[config.mk]
export PLATFORM = sky130hd
export DESIGN_NAME = can_filter_buffer_routing
export DESIGN_NICKNAME = d
export VERILOG_FILES = /design/src/design/can_route_pkg.sv /design/src/design/dest_sel_mux.sv /design/src/design/dest_decode.sv /design/src/design/can_filter_buffer_routing.sv
export SDC_FILE = /design/constraint.sdc
export NUM_CORES = 1
export LEC_CHECK = 0
export BUFFER_PORTS_ARGS = -buffer_cell sky130_fd_sc_hd__clkbuf_2
export CORE_ASPECT_RATIO = 0.5
export CORE_MARGIN = 2
export CORE_UTILIZATION = 30
export CTS_CLUSTER_DIAMETER = 30
export CTS_CLUSTER_SIZE = 14
export DETAILED_ROUTE_END_ITERATION = 6
export PLACE_DENSITY_LB_ADDON = 0.15
export REMOVE_ABC_BUFFERS = 1
export SKIP_LAST_GASP = 1
export SYNTH_ARGS = -nofsm -noshare
export SYNTH_HDL_FRONTEND = slang
export SYNTH_SLANG_ARGS = --single-unit
[constraint.sdc]
create_clock -name pclk -period 2.1 [get_ports pclk]
set_clock_uncertainty 0.1 [all_clocks]
set_input_delay 0.42 -clock pclk [delete_from_list [all_inputs] [get_ports pclk]]
set_output_delay 0.42 -clock pclk [all_outputs]
set_load 0.01 [all_outputs]
[src/design/can_route_pkg.sv]
package can_route_pkg;

    // apb register map (byte addresses, one aligned word each)
    localparam int          ADDR_W           = 12;
    localparam logic [11:0] ADDR_DEST_LOW    = 12'h000;
    localparam logic [11:0] ADDR_DEST_MID    = 12'h004;
    localparam logic [11:0] ADDR_ACCEPT_EN   = 12'h008;
    localparam logic [11:0] ADDR_ROUTE_STAT  = 12'h00c;

    // register widths and reset values
    localparam int          REG_W            = 16;
    localparam logic [15:0] DEST_LOW_RST     = 16'h0000;
    localparam logic [15:0] DEST_MID_RST     = 16'h0000;
    localparam logic [15:0] ACCEPT_EN_RST    = 16'hffff;

    // destination selector coding
    localparam int          SEL_W            = 4;
    localparam int          NUM_FILTERS      = 8;
    localparam int          FILT_IDX_W       = 4;
    localparam int          NUM_BUFS         = 15;
    localparam logic [3:0]  SEL_FIFO         = 4'hf;

    // route status register fields
    localparam int          STAT_SEL_LSB     = 0;
    localparam int          STAT_FIFO_BIT    = 4;
    localparam int          STAT_CNT_LSB     = 8;
    localparam int          STAT_CNT_W       = 8;

endpackage : can_route_pkg

[src/design/dest_sel_mux.sv]
`timescale 1ns/1ps
`default_nettype none

module dest_sel_mux
    import can_route_pkg::*;
(
    // selector registers
    input  wire logic [REG_W-1:0] dest_low,
    input  wire logic [REG_W-1:0] dest_mid,
    // lookup
    input  wire logic [2:0]       filter_idx,
    output logic      [SEL_W-1:0] dest_sel
);

    logic [SEL_W-1:0] sel_table [NUM_FILTERS];

    // filters 0..3 in the low register, 4..7 in the mid register,
    // lowest filter number in the lowest nibble
    genvar i;
    generate
        for (i = 0; i < NUM_FILTERS / 2; i++) begin : g_nib
            assign sel_table[i]   = dest_low[i*SEL_W +: SEL_W]; // RULE1
            assign sel_table[i+4] = dest_mid[i*SEL_W +: SEL_W]; // RULE2 RULE3
        end
    endgenerate

    assign dest_sel = sel_table[filter_idx];

endmodule : dest_sel_mux

`default_nettype wire

[src/design/dest_decode.sv]
`timescale 1ns/1ps
`default_nettype none

module dest_decode
    import can_route_pkg::*;
(
    // selector in
    input  wire logic [SEL_W-1:0]    dest_sel,
    // one-hot destination out
    output logic      [NUM_BUFS-1:0] buf_hit,
    output logic                     fifo_hit
);

    genvar b;
    generate
        for (b = 0; b < NUM_BUFS; b++) begin : g_buf
            assign buf_hit[b] = (dest_sel == SEL_W'(b)); // RULE5
        end
    endgenerate

    assign fifo_hit = (dest_sel == SEL_FIFO); // RULE4

endmodule : dest_decode

`default_nettype wire

[src/design/can_filter_buffer_routing.sv]
// What this block does
// [RULE1] low register holds selectors of filters 0-3
// [RULE2] mid register holds selectors of filters 4-7
// [RULE3] filter 4 selector in mid bits 3:0
// [RULE4] all-ones selector routes message to FIFO
// [RULE5] selector 0-14 routes to that buffer
// [RULE6] disabled filter accepts nothing
// [RULE7] enabled hit on filters 0-7 raises exactly one write-select
`timescale 1ns/1ps
`default_nettype none

module can_filter_buffer_routing
    import can_route_pkg::*;
(
    // clock and reset
    input  wire logic                  pclk,
    input  wire logic                  presetn,
    // apb slave
    input  wire logic [ADDR_W-1:0]     paddr,
    input  wire logic                  psel,
    input  wire logic                  penable,
    input  wire logic                  pwrite,
    input  wire logic [31:0]           pwdata,
    input  wire logic [3:0]            pstrb,
    output logic      [31:0]           prdata,
    output logic                       pready,
    output logic                       pslverr,
    // filter hit from the matching logic
    input  wire logic                  hit_valid,
    input  wire logic [FILT_IDX_W-1:0] hit_index,
    // write-select toward buffers and fifo
    output logic                       route_valid,
    output logic      [NUM_BUFS-1:0]   buf_wr_sel,
    output logic                       fifo_wr_sel,
    output logic      [FILT_IDX_W-1:0] route_filter
);

    // ------------------------------------------------------------------
    // apb decode
    // ------------------------------------------------------------------
    logic [REG_W-1:0]      dest_low_r;
    logic [REG_W-1:0]      dest_mid_r;
    logic [REG_W-1:0]      accept_en_r;
    logic [SEL_W-1:0]      last_sel_r;
    logic                  last_fifo_r;
    logic [STAT_CNT_W-1:0] route_cnt_r;
    logic [31:0]           prdata_r;

    wire setup_phase = psel && !penable;
    wire access      = psel && penable;
    wire hit_low     = (paddr == ADDR_DEST_LOW);
    wire hit_mid     = (paddr == ADDR_DEST_MID);
    wire hit_en      = (paddr == ADDR_ACCEPT_EN);
    wire hit_stat    = (paddr == ADDR_ROUTE_STAT);
    wire mapped      = hit_low || hit_mid || hit_en || hit_stat;
    wire wr_access   = access && pwrite;
    wire wr_low      = wr_access && hit_low;
    wire wr_mid      = wr_access && hit_mid;
    wire wr_en       = wr_access && hit_en;

    // status is read-only; a write to it is flagged as an error
    assign pready  = 1'b1;
    assign pslverr = access && (!mapped || (pwrite && hit_stat));
    assign prdata  = prdata_r;

    // byte-lane merge; only the low two lanes hold bits
    function automatic logic [REG_W-1:0] lane_merge(
        input logic [REG_W-1:0] old_val,
        input logic [31:0]      wdata,
        input logic [3:0]       strb
    );
        logic [REG_W-1:0] v;
        v = old_val;
        if (strb[0]) begin
            v[7:0] = wdata[7:0];
        end
        if (strb[1]) begin
            v[15:8] = wdata[15:8];
        end
        return v;
    endfunction : lane_merge

    wire [REG_W-1:0] dest_low_nxt  = lane_merge(dest_low_r, pwdata, pstrb);
    wire [REG_W-1:0] dest_mid_nxt  = lane_merge(dest_mid_r, pwdata, pstrb);
    wire [REG_W-1:0] accept_en_nxt = lane_merge(accept_en_r, pwdata, pstrb);

    wire [REG_W-1:0] status_word =
        {route_cnt_r, 3'b000, last_fifo_r, last_sel_r};

    wire [REG_W-1:0] rd_mux =
        hit_low  ? dest_low_r  :
        hit_mid  ? dest_mid_r  :
        hit_en   ? accept_en_r :
        hit_stat ? status_word : 16'h0000;

    always_ff @(posedge pclk or negedge presetn) begin
        if (!presetn) begin
            dest_low_r <= DEST_LOW_RST;
        end else if (wr_low) begin
            dest_low_r <= dest_low_nxt; // RULE1
        end
    end

    always_ff @(posedge pclk or negedge presetn) begin
        if (!presetn) begin
            dest_mid_r <= DEST_MID_RST;
        end else if (wr_mid) begin
            dest_mid_r <= dest_mid_nxt; // RULE2
        end
    end

    always_ff @(posedge pclk or negedge presetn) begin
        if (!presetn) begin
            accept_en_r <= ACCEPT_EN_RST;
        end else if (wr_en) begin
            accept_en_r <= accept_en_nxt;
        end
    end

    // read data is captured in the setup cycle so it leaves a flop
    always_ff @(posedge pclk or negedge presetn) begin
        if (!presetn) begin
            prdata_r <= 32'h0000_0000;
        end else if (setup_phase && !pwrite) begin
            prdata_r <= {16'h0000, rd_mux};
        end
    end

    // ------------------------------------------------------------------
    // routing
    // ------------------------------------------------------------------
    logic [SEL_W-1:0]    cur_sel;
    logic [NUM_BUFS-1:0] buf_hit;
    logic                fifo_hit;

    // filters 8..15 are routed elsewhere, never by this block
    wire in_range   = (hit_index < FILT_IDX_W'(NUM_FILTERS));
    wire filt_on    = accept_en_r[hit_index];
    wire accept     = hit_valid && in_range && filt_on; // RULE6

    dest_sel_mux u_sel_mux (
        .dest_low   (dest_low_r),
        .dest_mid   (dest_mid_r),
        .filter_idx (hit_index[2:0]),
        .dest_sel   (cur_sel)
    );

    dest_decode u_decode (
        .dest_sel (cur_sel),
        .buf_hit  (buf_hit),
        .fifo_hit (fifo_hit)
    );

    logic                  route_valid_r;
    logic [NUM_BUFS-1:0]   buf_wr_sel_r;
    logic                  fifo_wr_sel_r;
    logic [FILT_IDX_W-1:0] route_filter_r;

    always_ff @(posedge pclk or negedge presetn) begin
        if (!presetn) begin
            route_valid_r <= 1'b0;
            buf_wr_sel_r  <= '0;
            fifo_wr_sel_r <= 1'b0;
        end else begin
            route_valid_r <= accept;                          // RULE7
            buf_wr_sel_r  <= accept ? buf_hit : '0;           // RULE5
            fifo_wr_sel_r <= accept && fifo_hit;              // RULE4
        end
    end

    always_ff @(posedge pclk or negedge presetn) begin
        if (!presetn) begin
            route_filter_r <= '0;
            last_sel_r     <= '0;
            last_fifo_r    <= 1'b0;
            route_cnt_r    <= '0;
        end else if (accept) begin
            route_filter_r <= hit_index;
            last_sel_r     <= cur_sel;
            last_fifo_r    <= fifo_hit;
            route_cnt_r    <= route_cnt_r + 8'h01;
        end
    end

    assign route_valid  = route_valid_r;
    assign buf_wr_sel   = buf_wr_sel_r;
    assign fifo_wr_sel  = fifo_wr_sel_r;
    assign route_filter = route_filter_r;
endmodule : can_filter_buffer_routing

`default_nettype wire

==> Flow_metrics.wiki, run 1 <==
{| class="wikitable"
! Metric !! Value
|-
| Register-to-Register Path Depth || 5
|-
| Area growth from synthesis to final layout || 23.5%
|-
| Classification of the worst setup path || in -> reg
|-
| Weighted congestion at the end of routability-driven global placement || approximately 0.73
|-
| Final ANT Viol Nets || 0
|-
| Post-layout net count || 541
|-
| Die outline area || between 15000 and 20000 um^2
|-
| Clk buf depth || 2
|-
| Count of input and output buffers || between 70 and 80
|-
| Cts bufs inserted || 9
|-
| Routed via count || 3212
|-
| First-pass detailed-route iteration total || 4
|-
| Final antenna diode count || 0
|-
| Overall die width || 179 um
|-
| Routed length per instance || 17.3 um
|-
| Cell depth of the worst min-delay path || 2
|-
| Cell row count || 31
|-
| CTS tree || done
|-
| Fillcell total || roughly 1500
|-
| Setup violation total in the final timing report || 0
|-
| Post-CTS setup repair buffer count || 0
|-
| Number of antenna violations at the first check in global routing || 0
|-
| Max-cap violations || 0
|-
| GR Overflow Total || 0
|-
| Portion of the clock cycle consumed by the worst path in the final layout || 94.7%
|-
| Final critical path time including I/O delays and setup || 1.99 ns
|-
| Netlist cell types || 41
|-
| Cell area after synthesis || approximately 4600 um^2
|-
| Number of violations reported at the end of detailed-routing iteration 0 || 151
|-
| Post-DP HPWL || ~8700 um
|-
| Syn Inst Count || 382
|-
| Worst path depth || 7
|-
| Vert. Die Dim || 91.4 um
|-
| Crit path buffers/inverters || 3
|-
| Most common library cell in the layout ignoring fill and taps || sky130_fd_sc_hd__dfrtp_1
|-
| Top fanout value on the critical path || 7
|-
| Syn_area_per_cell || about 12 um^2
|-
| Global-route wire length before repair || 18600 um
|-
| Total DRC errors in the routed layout || 0
|-
| Setup crit end kind || flop
|-
| Leakage power total || 0.00283 uW
|-
| VDD IR max || 485 uV
|-
| Routed wire length || 11800 um
|-
| Global-route total usage across every layer || 15.4%
|-
| WHS || 0.229 ns
|-
| Setup slack of the critical path after layout || 0.110 ns
|-
| Cell family with most CP delay || multiplexers
|-
| Most frequently used flop master after synthesis || sky130_fd_sc_hd__dfrtp_1
|-
| Required time reported for the critical path endpoint || between 2 and 2.5 ns
|-
| Total power of the final layout || 4210 uW
|-
| Number of flip-flops and latches in the synthesized netlist || between 90 and 100
|-
| Most used cells in the layout excluding fill and tap cells || sky130_fd_sc_hd__dfrtp_1 (82), sky130_fd_sc_hd__clkbuf_2 (76), sky130_fd_sc_hd__nand2_1 (55)
|-
| Highest clock frequency the design can meet || 503 MHz
|-
| Buffer type at the clock tree root || sky130_fd_sc_hd__clkbuf_16
|-
| Biggest cell delay along the critical path || 0.65 ns
|-
| EDFF count, synth || 0
|-
| Worst path slowest cell || sky130_fd_sc_hd__mux4_1
|-
| Nature of the critical path startpoint || input pin
|-
| Number of endpoints with negative hold slack in the final report || 0
|-
| Core area || 14700 um^2
|-
| Critical-path cell list || clkbuf_2 -> buf_4 -> mux4_1 -> mux2i_1 -> buf_4 -> nand2b_1 -> nor2_1
|-
| Pin count of the biggest net entering global routing || 34
|-
| Vias per Instance || approximately 4.7
|-
| Total number of H-tree levels || 3
|-
| Effective utilization at floorplan || 31.2%
|-
| Asr flop ratio synth || 100%
|-
| Number of cells upsized or downsized after cts || 0
|-
| Dominant cell type by count on the critical path || sky130_fd_sc_hd__buf_4
|-
| Number of max-slew violations in the final report || 0
|-
| Total power per unit cell area || roughly 740 nW/um^2
|-
| Final-layout setup total negative slack || 0 ns
|-
| Share of the yosys chip area belonging to registers || 53.9%
|-
| Via count of the first global-routing pass || 3176
|-
| Min-Delay Path Class || in -> reg
|-
| Sink Count || between 90 and 100
|-
| Outcome || finished, final reports clean
|-
| Ports || 113
|-
| Layout cell share with drive strength beyond 1 || 40.5%
|-
| Total of warnings raised by yosys || 0
|-
| Worst-case setup slack after placement || -0.262 ns
|-
| Reg clk slew, reported paths || 0.06 ns
|-
| Clock insertion delay at the later pin of the skew report || 0.35 ns
|-
| RSZ-0062 raised after global routing || no
|-
| Crit path DAT || 2.10 ns
|}
routing by layer:
metal  vias to the layer above  global-route usage, %  share of wire [%]
met5                         -                      0                  0
met3                         9                   3.48                4.9
met1                      1601                   22.0                 50
li1                       1526                      -                  -
met2                        76                   23.4                 44
met4                         0                   3.66                1.0
stage by stage:
step	util, %	area (um^2)	instances
6_report	38.5	5670	685
5_1_grt	38.5	5670	685
3_3_place_gp	36.2	5330	668
2_1_floorplan	-	4440	364
4_1_cts	38.5	5670	685
3_5_place_dp	36.2	5330	668
sequential cells by signal, summed over array words and instances (netlist names):
| name | flops |
|---|---|
| route_cnt_r | 8 |
| dest_low_r | 16 |
| accept_en_r | 16 |
| route_filter | 4 |
| prdata | 16 |
| last_fifo_r | 1 |
| fifo_wr_sel | 1 |
| buf_wr_sel | 15 |
| route_valid | 1 |
| last_sel_r | 4 |
| dest_mid_r | 16 |
cells in the mapped netlist, types with 2 or more instances:
master	instances	share of area (%)
sky130_fd_sc_hd__nor3_1	3	0.33
sky130_fd_sc_hd__nor3b_1	2	0.33
sky130_fd_sc_hd__nor2_1	24	2.0
sky130_fd_sc_hd__mux2_2	45	11
sky130_fd_sc_hd__nand2_2	6	0.82
sky130_fd_sc_hd__nor2b_1	3	0.41
sky130_fd_sc_hd__clkbuf_1	6	0.49
sky130_fd_sc_hd__inv_1	4	0.33
sky130_fd_sc_hd__mux4_1	6	3.4
sky130_fd_sc_hd__nand2_1	55	4.5
sky130_fd_sc_hd__buf_4	17	2.8
sky130_fd_sc_hd__mux4_2	3	1.5
sky130_fd_sc_hd__xnor2_1	4	0.76
sky130_fd_sc_hd__dfstp_2	16	9.2
sky130_fd_sc_hd__and2_1	2	0.27
sky130_fd_sc_hd__nor4_1	3	0.41
sky130_fd_sc_hd__dfrtp_1	82	45
sky130_fd_sc_hd__o221ai_1	13	2.5
sky130_fd_sc_hd__o21ai_0	22	2.4
sky130_fd_sc_hd__nand3_1	4	0.44
sky130_fd_sc_hd__buf_2	8	0.87
sky130_fd_sc_hd__nand2b_1	3	0.41
sky130_fd_sc_hd__a31oi_1	4	0.55
sky130_fd_sc_hd__mux2_1	3	0.74
sky130_fd_sc_hd__xor2_1	3	0.57
sky130_fd_sc_hd__conb_1	2	0.16
sky130_fd_sc_hd__nand4_1	2	0.27
sky130_fd_sc_hd__and4_1	3	0.57
sky130_fd_sc_hd__mux2i_1	22	4.8
cell type report:
cell class                      count  area (um^2)  area share [%]
Sequential cell                    98         2470            43.6
Multi-Input combinational cell    261         1950            34.3
Inverter                            5         18.8           0.331
Tap cell                          198          248            4.37
Clock inverter                      6         88.8            1.57
Timing Repair Buffer              107          653            11.5
Clock buffer                       10          239            4.22
cells by family after synthesis:
family	share of synthesized area (%)
compound gates	6.28
fa+ha+maj	0.273
simple gates	11.7
flops	53.9
buf+inv	4.88
xor+xnor	1.34
mux	21.5
other cells	0.164
timing repair:
item	4_1_cts	5_1_grt
hold endpoints to repair	24	0
hold buffers	1	0
endpoints found under the setup margin	0	0
final timing paths:
kind / start / endpoint / slack (ns)
min in group asynchronous: presetn / prdata[11] / 0.47
min reg2reg: route_cnt_r[7] / route_cnt_r[7] / 0.37
max in group asynchronous: presetn / accept_en_r[12] / 0.79
max: hit_index[0] / buf_wr_sel[4] / 0.11
max reg2reg: dest_low_r[11] / buf_wr_sel[1] / 0.16
min: pwdata[9] / accept_en_r[9] / 0.23
power breakdown:
part	internal [uW]	total, uW	leakage, uW	switching (uW)
clock	1080	1830	0.000155	749
sequential	1940	2010	0.00130	64.3
combinational	156	368	0.00138	212
total	3180	4210	0.00283	1030
(Power assumes the default switching activity.)
==> run 2, diff against run 1 <==
Settings changed: RECOVER_POWER from default to 50.
==> Flow_metrics.wiki, run 2 (synthesized netlist as in run 1, its figures left out) <==
{| class="wikitable"
! Metric !! Value
|-
| Outcome || finished, final reports clean (unchanged)
|-
| Number of antenna violations at the first check in global routing || 0 (unchanged)
|-
| GR Overflow Total || 0 (unchanged)
|-
| Highest clock frequency the design can meet || 503 MHz (about the same)
|-
| Internal Power || 3170 uW (was 3180 uW)
|-
| Worst slew pin tran || approximately 0.86 ns
|-
| Number of violations reported at the end of detailed-routing iteration 0 || 161 (was 151)
|-
| Setup crit end kind || flop (unchanged)
|-
| Post-detailed-placement cell area || 5330 um^2 (unchanged)
|-
| Most used cells in the layout excluding fill and tap cells || sky130_fd_sc_hd__dfrtp_1 (82), sky130_fd_sc_hd__clkbuf_2 (56), sky130_fd_sc_hd__nand2_1 (55) (was sky130_fd_sc_hd__dfrtp_1 (82), sky130_fd_sc_hd__clkbuf_2 (76), sky130_fd_sc_hd__nand2_1 (55))
|-
| Most common library cell in the layout ignoring fill and taps || sky130_fd_sc_hd__dfrtp_1 (unchanged)
|-
| Setup violation total in the final timing report || 0 (unchanged)
|-
| Total power of the final layout || 4200 uW (was 4210 uW)
|-
| Number of max-slew violations in the final report || 0 (unchanged)
|-
| First-pass detailed-route iteration total || 4 (unchanged)
|-
| Max-cap violations || 0 (unchanged)
|-
| Vias per Instance || 4.66 (was 4.69)
|-
| Cell row count || 31 (unchanged)
|-
| Nature of the critical path startpoint || input pin (unchanged)
|-
| Total instance count after detailed placement || 668 (unchanged)
|-
| Leakage power total || 0.00274 uW (was 0.00283 uW)
|-
| Sink Count || 98 (unchanged)
|-
| Pin count of the biggest net entering global routing || 34 (unchanged)
|-
| Overall die width || 179 um (unchanged)
|-
| Vert. Die Dim || 91.4 um (unchanged)
|-
| Top fanout value on the critical path || 7 (unchanged)
|-
| Via count of the first global-routing pass || 3176 (unchanged)
|-
| Routed wire length || 11800 um (about the same)
|-
| Classification of the worst setup path || in -> reg (unchanged)
|-
| Reg clk slew, reported paths || 0.07 ns (was 0.06 ns)
|-
| Final critical path time including I/O delays and setup || 1.99 ns (about the same)
|-
| Total power per unit cell area || 748 nW/um^2 (was 742 nW/um^2)
|-
| Total DRC errors in the routed layout || 0 (unchanged)
|-
| Cell depth of the worst min-delay path || 2 (unchanged)
|-
| Count of input and output buffers || 77 (unchanged)
|-
| Final ANT Viol Nets || 0 (unchanged)
|-
| Area growth from synthesis to final layout || 22.3% (was 23.5%)
|-
| Die outline area || 16400 um^2 (unchanged)
|-
| Clock insertion delay at the later pin of the skew report || 0.35 ns (about the same)
|-
| Clock share of power || 43.6% (was 43.5%)
|-
| Final non-filler cell total || 685 (unchanged)
|-
| Worst R2R End || buf_wr_sel[1] (unchanged)
|-
| Core area || 14700 um^2 (unchanged)
|-
| Required time reported for the critical path endpoint || 2.21 ns (about the same)
|-
| RSZ-0062 raised after global routing || no (unchanged)
|-
| Fraction of power consumed by sequential logic || 47.8% (about the same)
|-
| Effective utilization at floorplan || 31.2% (unchanged)
|-
| Number of endpoints with negative hold slack in the final report || 0 (unchanged)
|-
| Total number of H-tree levels || 3 (unchanged)
|-
| Post-DP HPWL || 8690 um (unchanged)
|-
| Worst-case setup slack after placement || -0.262 ns (unchanged)
|-
| Register-to-Register Path Depth || 5 (unchanged)
|-
| Endpoint, Worst Hold || accept_en_r[9] (unchanged)
|-
| Routed length per instance || 17.3 um (about the same)
|-
| Global-route wire length before repair || 18600 um (unchanged)
|-
| Cts bufs inserted || 9 (unchanged)
|-
| Switching power of the nets || 1020 uW (was 1030 uW)
|-
| Start point of the worst min-delay path || pwdata[9] (unchanged)
|-
| VDD IR max || 479 uV (was 485 uV)
|-
| Layout cell share with drive strength beyond 1 || 35.9% (was 40.5%)
|-
| Routed via count || 3189 (was 3212)
|-
| Buffer type at the clock tree root || sky130_fd_sc_hd__clkbuf_16 (unchanged)
|-
| Ports || 113 (unchanged)
|-
| CTS tree || done (unchanged)
|-
| Final-layout setup total negative slack || 0 ns (unchanged)
|-
| Worst flop-to-flop path startpoint || dest_low_r[11] (unchanged)
|-
| Net switching fraction of the power || 24.4% (about the same)
|-
| Design area || 5610 um^2 (was 5670 um^2)
|-
| Comb pwr share || 8.6% (was 8.8%)
|-
| Setup slack of the critical path after layout || 0.112 ns (was 0.110 ns)
|-
| Min-Delay Path Class || in -> reg (unchanged)
|-
| Crit path DAT || 2.10 ns (about the same)
|-
| Portion of the clock cycle consumed by the worst path in the final layout || 94.7% (about the same)
|-
| Clk buf depth || 2 (unchanged)
|-
| Weighted congestion at the end of routability-driven global placement || 0.731 (unchanged)
|-
| Worst slew margin || 42.5%
|-
| Final antenna diode count || 0 (unchanged)
|-
| Global-route total usage across every layer || 15.4% (unchanged)
|-
| Post-layout net count || 541 (unchanged)
|-
| Setup slack of the worst register-to-register path || 0.15 ns (was 0.16 ns)
|}
[run 2: what timing repair did]
item / CTS / global route
gates resized for setup: 0 / 0
setup buffers: 0 / 0
hold buffers: 1 / 0
hold endpoints to repair: 24 / 0
[run 2: area by class of cell]
class                           instances  area [um^2]
Clock buffer                           10          239
Clock inverter                          6         88.8
Fill cell                            1469         9090
Inverter                                5         18.8
Multi-Input combinational cell        261         1950
Sequential cell                        98         2470
Tap cell                              198          248
Timing Repair Buffer                  107          596
[run 2: power groups by stage]
stage / Combinational, uW / Sequential, uW / Clock, uW
after floorplan: 168 / 2030 / 0
after global placement: 371 / 2040 / 0
after detailed placement: 374 / 2040 / 0
after CTS: 377 / 2010 / 1870
after global routing: 411 / 2020 / 1940
final: 359 / 2010 / 1830
[run 2: critical path: stages]
cell and delay [ns]:
sky130_fd_sc_hd__clkbuf_2 0.25, sky130_fd_sc_hd__buf_4 0.21, sky130_fd_sc_hd__mux4_1 0.65, sky130_fd_sc_hd__mux2i_1 0.19
sky130_fd_sc_hd__buf_4 0.15, sky130_fd_sc_hd__nand2b_1 0.17, sky130_fd_sc_hd__nor2_1 0.06
[run 2: worst max-delay path by stage]
stage          cells after the start              to  slack (ns)          from
2_1_floorplan                      5   dest_mid_r[0]        0.26      paddr[8]
3_3_place_gp                       7   buf_wr_sel[4]       -0.22  hit_index[0]
3_5_place_dp                       7   buf_wr_sel[4]       -0.26  hit_index[0]
4_1_cts                            7   buf_wr_sel[4]         0.1  hit_index[0]
5_1_grt                            3  accept_en_r[2]       0.007       presetn
6_report                           7   buf_wr_sel[4]        0.11  hit_index[0]
[run 2: per-stage QoR]
stage	util (%)	hold slack, ns
after floorplan	-	0.0244
after global placement	36.2	0.315
after detailed placement	36.2	0.323
after CTS	38.5	0.225
after global routing	38.1	0.236
final	38.1	0.231
[run 2: metal layers]
layer / share of wire, % / up-vias / wire (um) / track usage [%]
li1: - / 1527 / - / -
met3: 5.1 / 9 / 606 / 3.48
met1: 50 / 1578 / 5940 / 22.0
met5: 0 / - / 0 / 0
met4: 1.0 / 0 / 124 / 3.66
met2: 44 / 75 / 5150 / 23.4
==> run 3, diff against run 2 <==
Settings changed: GPL_TIMING_DRIVEN from default to 0, SKIP_LAST_GASP 1 to default.
==> Flow_metrics.wiki, run 3 (synthesized netlist as in run 1, its figures left out) <==
{| class="wikitable"
! Metric !! Value
|-
| Outcome || finished, final reports clean (unchanged)
|-
| Global-route wire length before repair || 18200 um (was 18600 um)
|-
| Pin count of the biggest net entering global routing || 99 (was 34)
|-
| Post-DP HPWL || 7720 um (was 8690 um)
|-
| Worst-case setup slack after placement || -0.597 ns (was -0.262 ns)
|-
| Global-route total usage across every layer || 15.2% (was 15.4%)
|-
| Total number of H-tree levels || 3 (unchanged)
|-
| Ports || 113 (unchanged)
|-
| Crit path DAT || 1.51 ns (was 2.10 ns)
|-
| Final antenna diode count || 0 (unchanged)
|-
| Cts bufs inserted || 9 (unchanged)
|-
| Vert. Die Dim || 91.4 um (unchanged)
|-
| First-pass detailed-route iteration total || 4 (unchanged)
|-
| Fillcell total || 1477 (was 1469)
|-
| Register-to-Register Path Depth || 5 (unchanged)
|-
| Highest clock frequency the design can meet || 493 MHz (was 503 MHz)
|-
| Routed via count || 3121 (was 3189)
|-
| Layout cell share with drive strength beyond 1 || 34.7% (was 35.9%)
|-
| Number of hold buffers added after CTS || 0 (was 1)
|-
| Final critical path time including I/O delays and setup || 2.03 ns (was 1.99 ns)
|-
| RSZ-0062 raised after global routing || yes (was no)
|-
| Setup violation total in the final timing report || 0 (unchanged)
|-
| GR Overflow Total || 0 (unchanged)
|-
| Weighted congestion at the end of routability-driven global placement || 0.730 (was 0.731)
|-
| Overall die width || 179 um (unchanged)
|-
| Setup crit end kind || output port (was flop)
|-
| Worst slew margin || 9.49% (was 42.5%)
|-
| Clock share of power || 45.1% (was 43.6%)
|-
| Via count of the first global-routing pass || 3077 (was 3176)
|-
| Buffer type at the clock tree root || sky130_fd_sc_hd__clkbuf_16 (unchanged)
|-
| Post-layout net count || 515 (was 541)
|-
| Net switching fraction of the power || 23.9% (was 24.4%)
|-
| Worst path slowest cell || sky130_fd_sc_hd__clkbuf_2 (was sky130_fd_sc_hd__mux4_1)
|-
| Internal Power || 3250 uW (was 3170 uW)
|-
| Fraction of power consumed by sequential logic || 47.0% (was 47.8%)
|-
| Nature of the critical path startpoint || input pin (unchanged)
|-
| Total DRC errors in the routed layout || 0 (unchanged)
|-
| Min-Delay Path Class || in -> reg (unchanged)
|-
| Classification of the worst setup path || in -> out (was in -> reg)
|-
| Cell depth of the worst min-delay path || 2 (unchanged)
|-
| Comb pwr share || 7.9% (was 8.6%)
|-
| Design area || 5440 um^2 (was 5610 um^2)
|-
| Post-detailed-placement cell area || 5080 um^2 (was 5330 um^2)
|-
| Most common library cell in the layout ignoring fill and taps || sky130_fd_sc_hd__dfrtp_1 (unchanged)
|-
| Effective utilization at floorplan || 31.2% (unchanged)
|-
| Setup slack of the worst register-to-register path || 0.12 ns (was 0.15 ns)
|-
| Top fanout value on the critical path || 21 (was 7)
|-
| Sink Count || 98 (unchanged)
|-
| Number of antenna violations at the first check in global routing || 0 (unchanged)
|-
| Routed length per instance || 17.6 um (was 17.3 um)
|-
| Most used cells in the layout excluding fill and tap cells || sky130_fd_sc_hd__dfrtp_1 (82), sky130_fd_sc_hd__clkbuf_2 (58), sky130_fd_sc_hd__nand2_1 (54) (was sky130_fd_sc_hd__dfrtp_1 (82), sky130_fd_sc_hd__clkbuf_2 (56), sky130_fd_sc_hd__nand2_1 (55))
|-
| Leakage power total || 0.00263 uW (was 0.00274 uW)
|-
| Number of violations reported at the end of detailed-routing iteration 0 || 105 (was 161)
|-
| Worst slew pin tran || 1.36 ns (was 0.862 ns)
|-
| Vias per Instance || 4.74 (was 4.66)
|-
| Core area || 14700 um^2 (unchanged)
|-
| Count of input and output buffers || 77 (unchanged)
|-
| Setup slack of the critical path after layout || 0.0734 ns (was 0.112 ns)
|-
| Cell row count || 31 (unchanged)
|-
| Total power per unit cell area || 784 nW/um^2 (was 748 nW/um^2)
|-
| Clock insertion delay at the later pin of the skew report || 0.35 ns (about the same)
|-
| Required time reported for the critical path endpoint || 1.58 ns (was 2.21 ns)
|-
| Max-cap violations || 0 (unchanged)
|-
| Portion of the clock cycle consumed by the worst path in the final layout || 96.5% (was 94.7%)
|-
| Area growth from synthesis to final layout || 18.7% (was 22.3%)
|-
| Final ANT Viol Nets || 0 (unchanged)
|-
| CTS tree || done (unchanged)
|-
| Die outline area || 16400 um^2 (unchanged)
|-
| Dominant cell type by count on the critical path || sky130_fd_sc_hd__clkbuf_2 (was sky130_fd_sc_hd__buf_4)
|-
| Switching power of the nets || 1020 uW (about the same)
|-
| Biggest cell delay along the critical path || 0.59 ns (was 0.65 ns)
|-
| Number of endpoints with negative hold slack in the final report || 0 (unchanged)
|-
| Number of max-slew violations in the final report || 0 (unchanged)
|-
| Reg clk slew, reported paths || 0.07 ns (about the same)
|-
| Total power of the final layout || 4270 uW (was 4200 uW)
|-
| Routed wire length || 11600 um (was 11800 um)
|-
| Critical-path cell list || clkbuf_2 -> nand3_1 -> a21boi_0 -> clkbuf_2 (was clkbuf_2 -> buf_4 -> mux4_1 -> mux2i_1 -> buf_4 -> nand2b_1 -> nor2_1)
|-
| Clk buf depth || 2 (unchanged)
|-
| VDD IR max || 472 uV (was 479 uV)
|}
[run 3: cell count changes in the layout (fill, tap and decap cells not counted), sizes merged]
cell / delta
bufinv: +1
inv: +1
clkinvlp: -2
buf: -21
dlygate4sd3: -1
clkbuf: -4
[run 3: critical path, delay by kind of cell]
kind	cells	cell delay, ns
AOI/OAI and AO/OA	1	0.21
and+or+nand+nor	1	0.13
buffers and inverters	2	0.75
[run 3: what timing repair did]
| action | in CTS | in global routing |
|---|---|---|
| gates cloned | 0 | 0 |
| setup buffers | 4 | 0 |
| endpoints found under the setup margin | 39 | 25 |
| resized for setup | 3 | 7 |
| pin swaps | 0 | 1 |
[run 3: final cells by class]
type                    count  area (um^2)  share of cell area [%]
well taps                 198          248                    4.55
clock buffers              10          229                    4.21
inverters                   5         21.3                   0.391
repair buffers             81          399                    7.33
clock inverters             6          113                    2.07
multi-input cells         261         1960                    36.0
flip-flops and latches     98         2470                    45.4
[run 3: worst paths after layout]
check                                from              end
max reg2reg                accept_en_r[4]      last_fifo_r
min in group asynchronous         presetn       prdata[11]
max in group asynchronous         presetn  route_filter[2]
min                             pwdata[9]   accept_en_r[9]
min reg2reg                route_cnt_r[7]   route_cnt_r[7]
max                              paddr[3]          pslverr
[run 3: power by group through the flow]
stage	registers [uW]	logic [uW]	clock network, uW
finish	2010	336	1920
global route	2010	387	2050
CTS	2010	344	1970
detailed placement	2040	340	0
global placement	2040	336	0
floorplan	2030	168	0
[run 3: per-layer routing]
metal	vias up	share of wire [%]	track usage, %
met2	58	45	22.9
met5	-	0	0
met1	1577	51	21.9
met4	0	0.90	3.59
li1	1476	-	-
met3	10	3.7	3.52
[run 3: stage by stage]
stage,setup TNS [ns],utilization (%),hold slack [ns],cells
floorplan,0,-,0.0244,364
global placement,-104.79,34.5,0.360,639
global route,0,37.0,0.235,659
detailed placement,-23.74,34.5,0.361,639
finish,0,37.0,0.238,659
CTS,0,37.1,0.0936,659
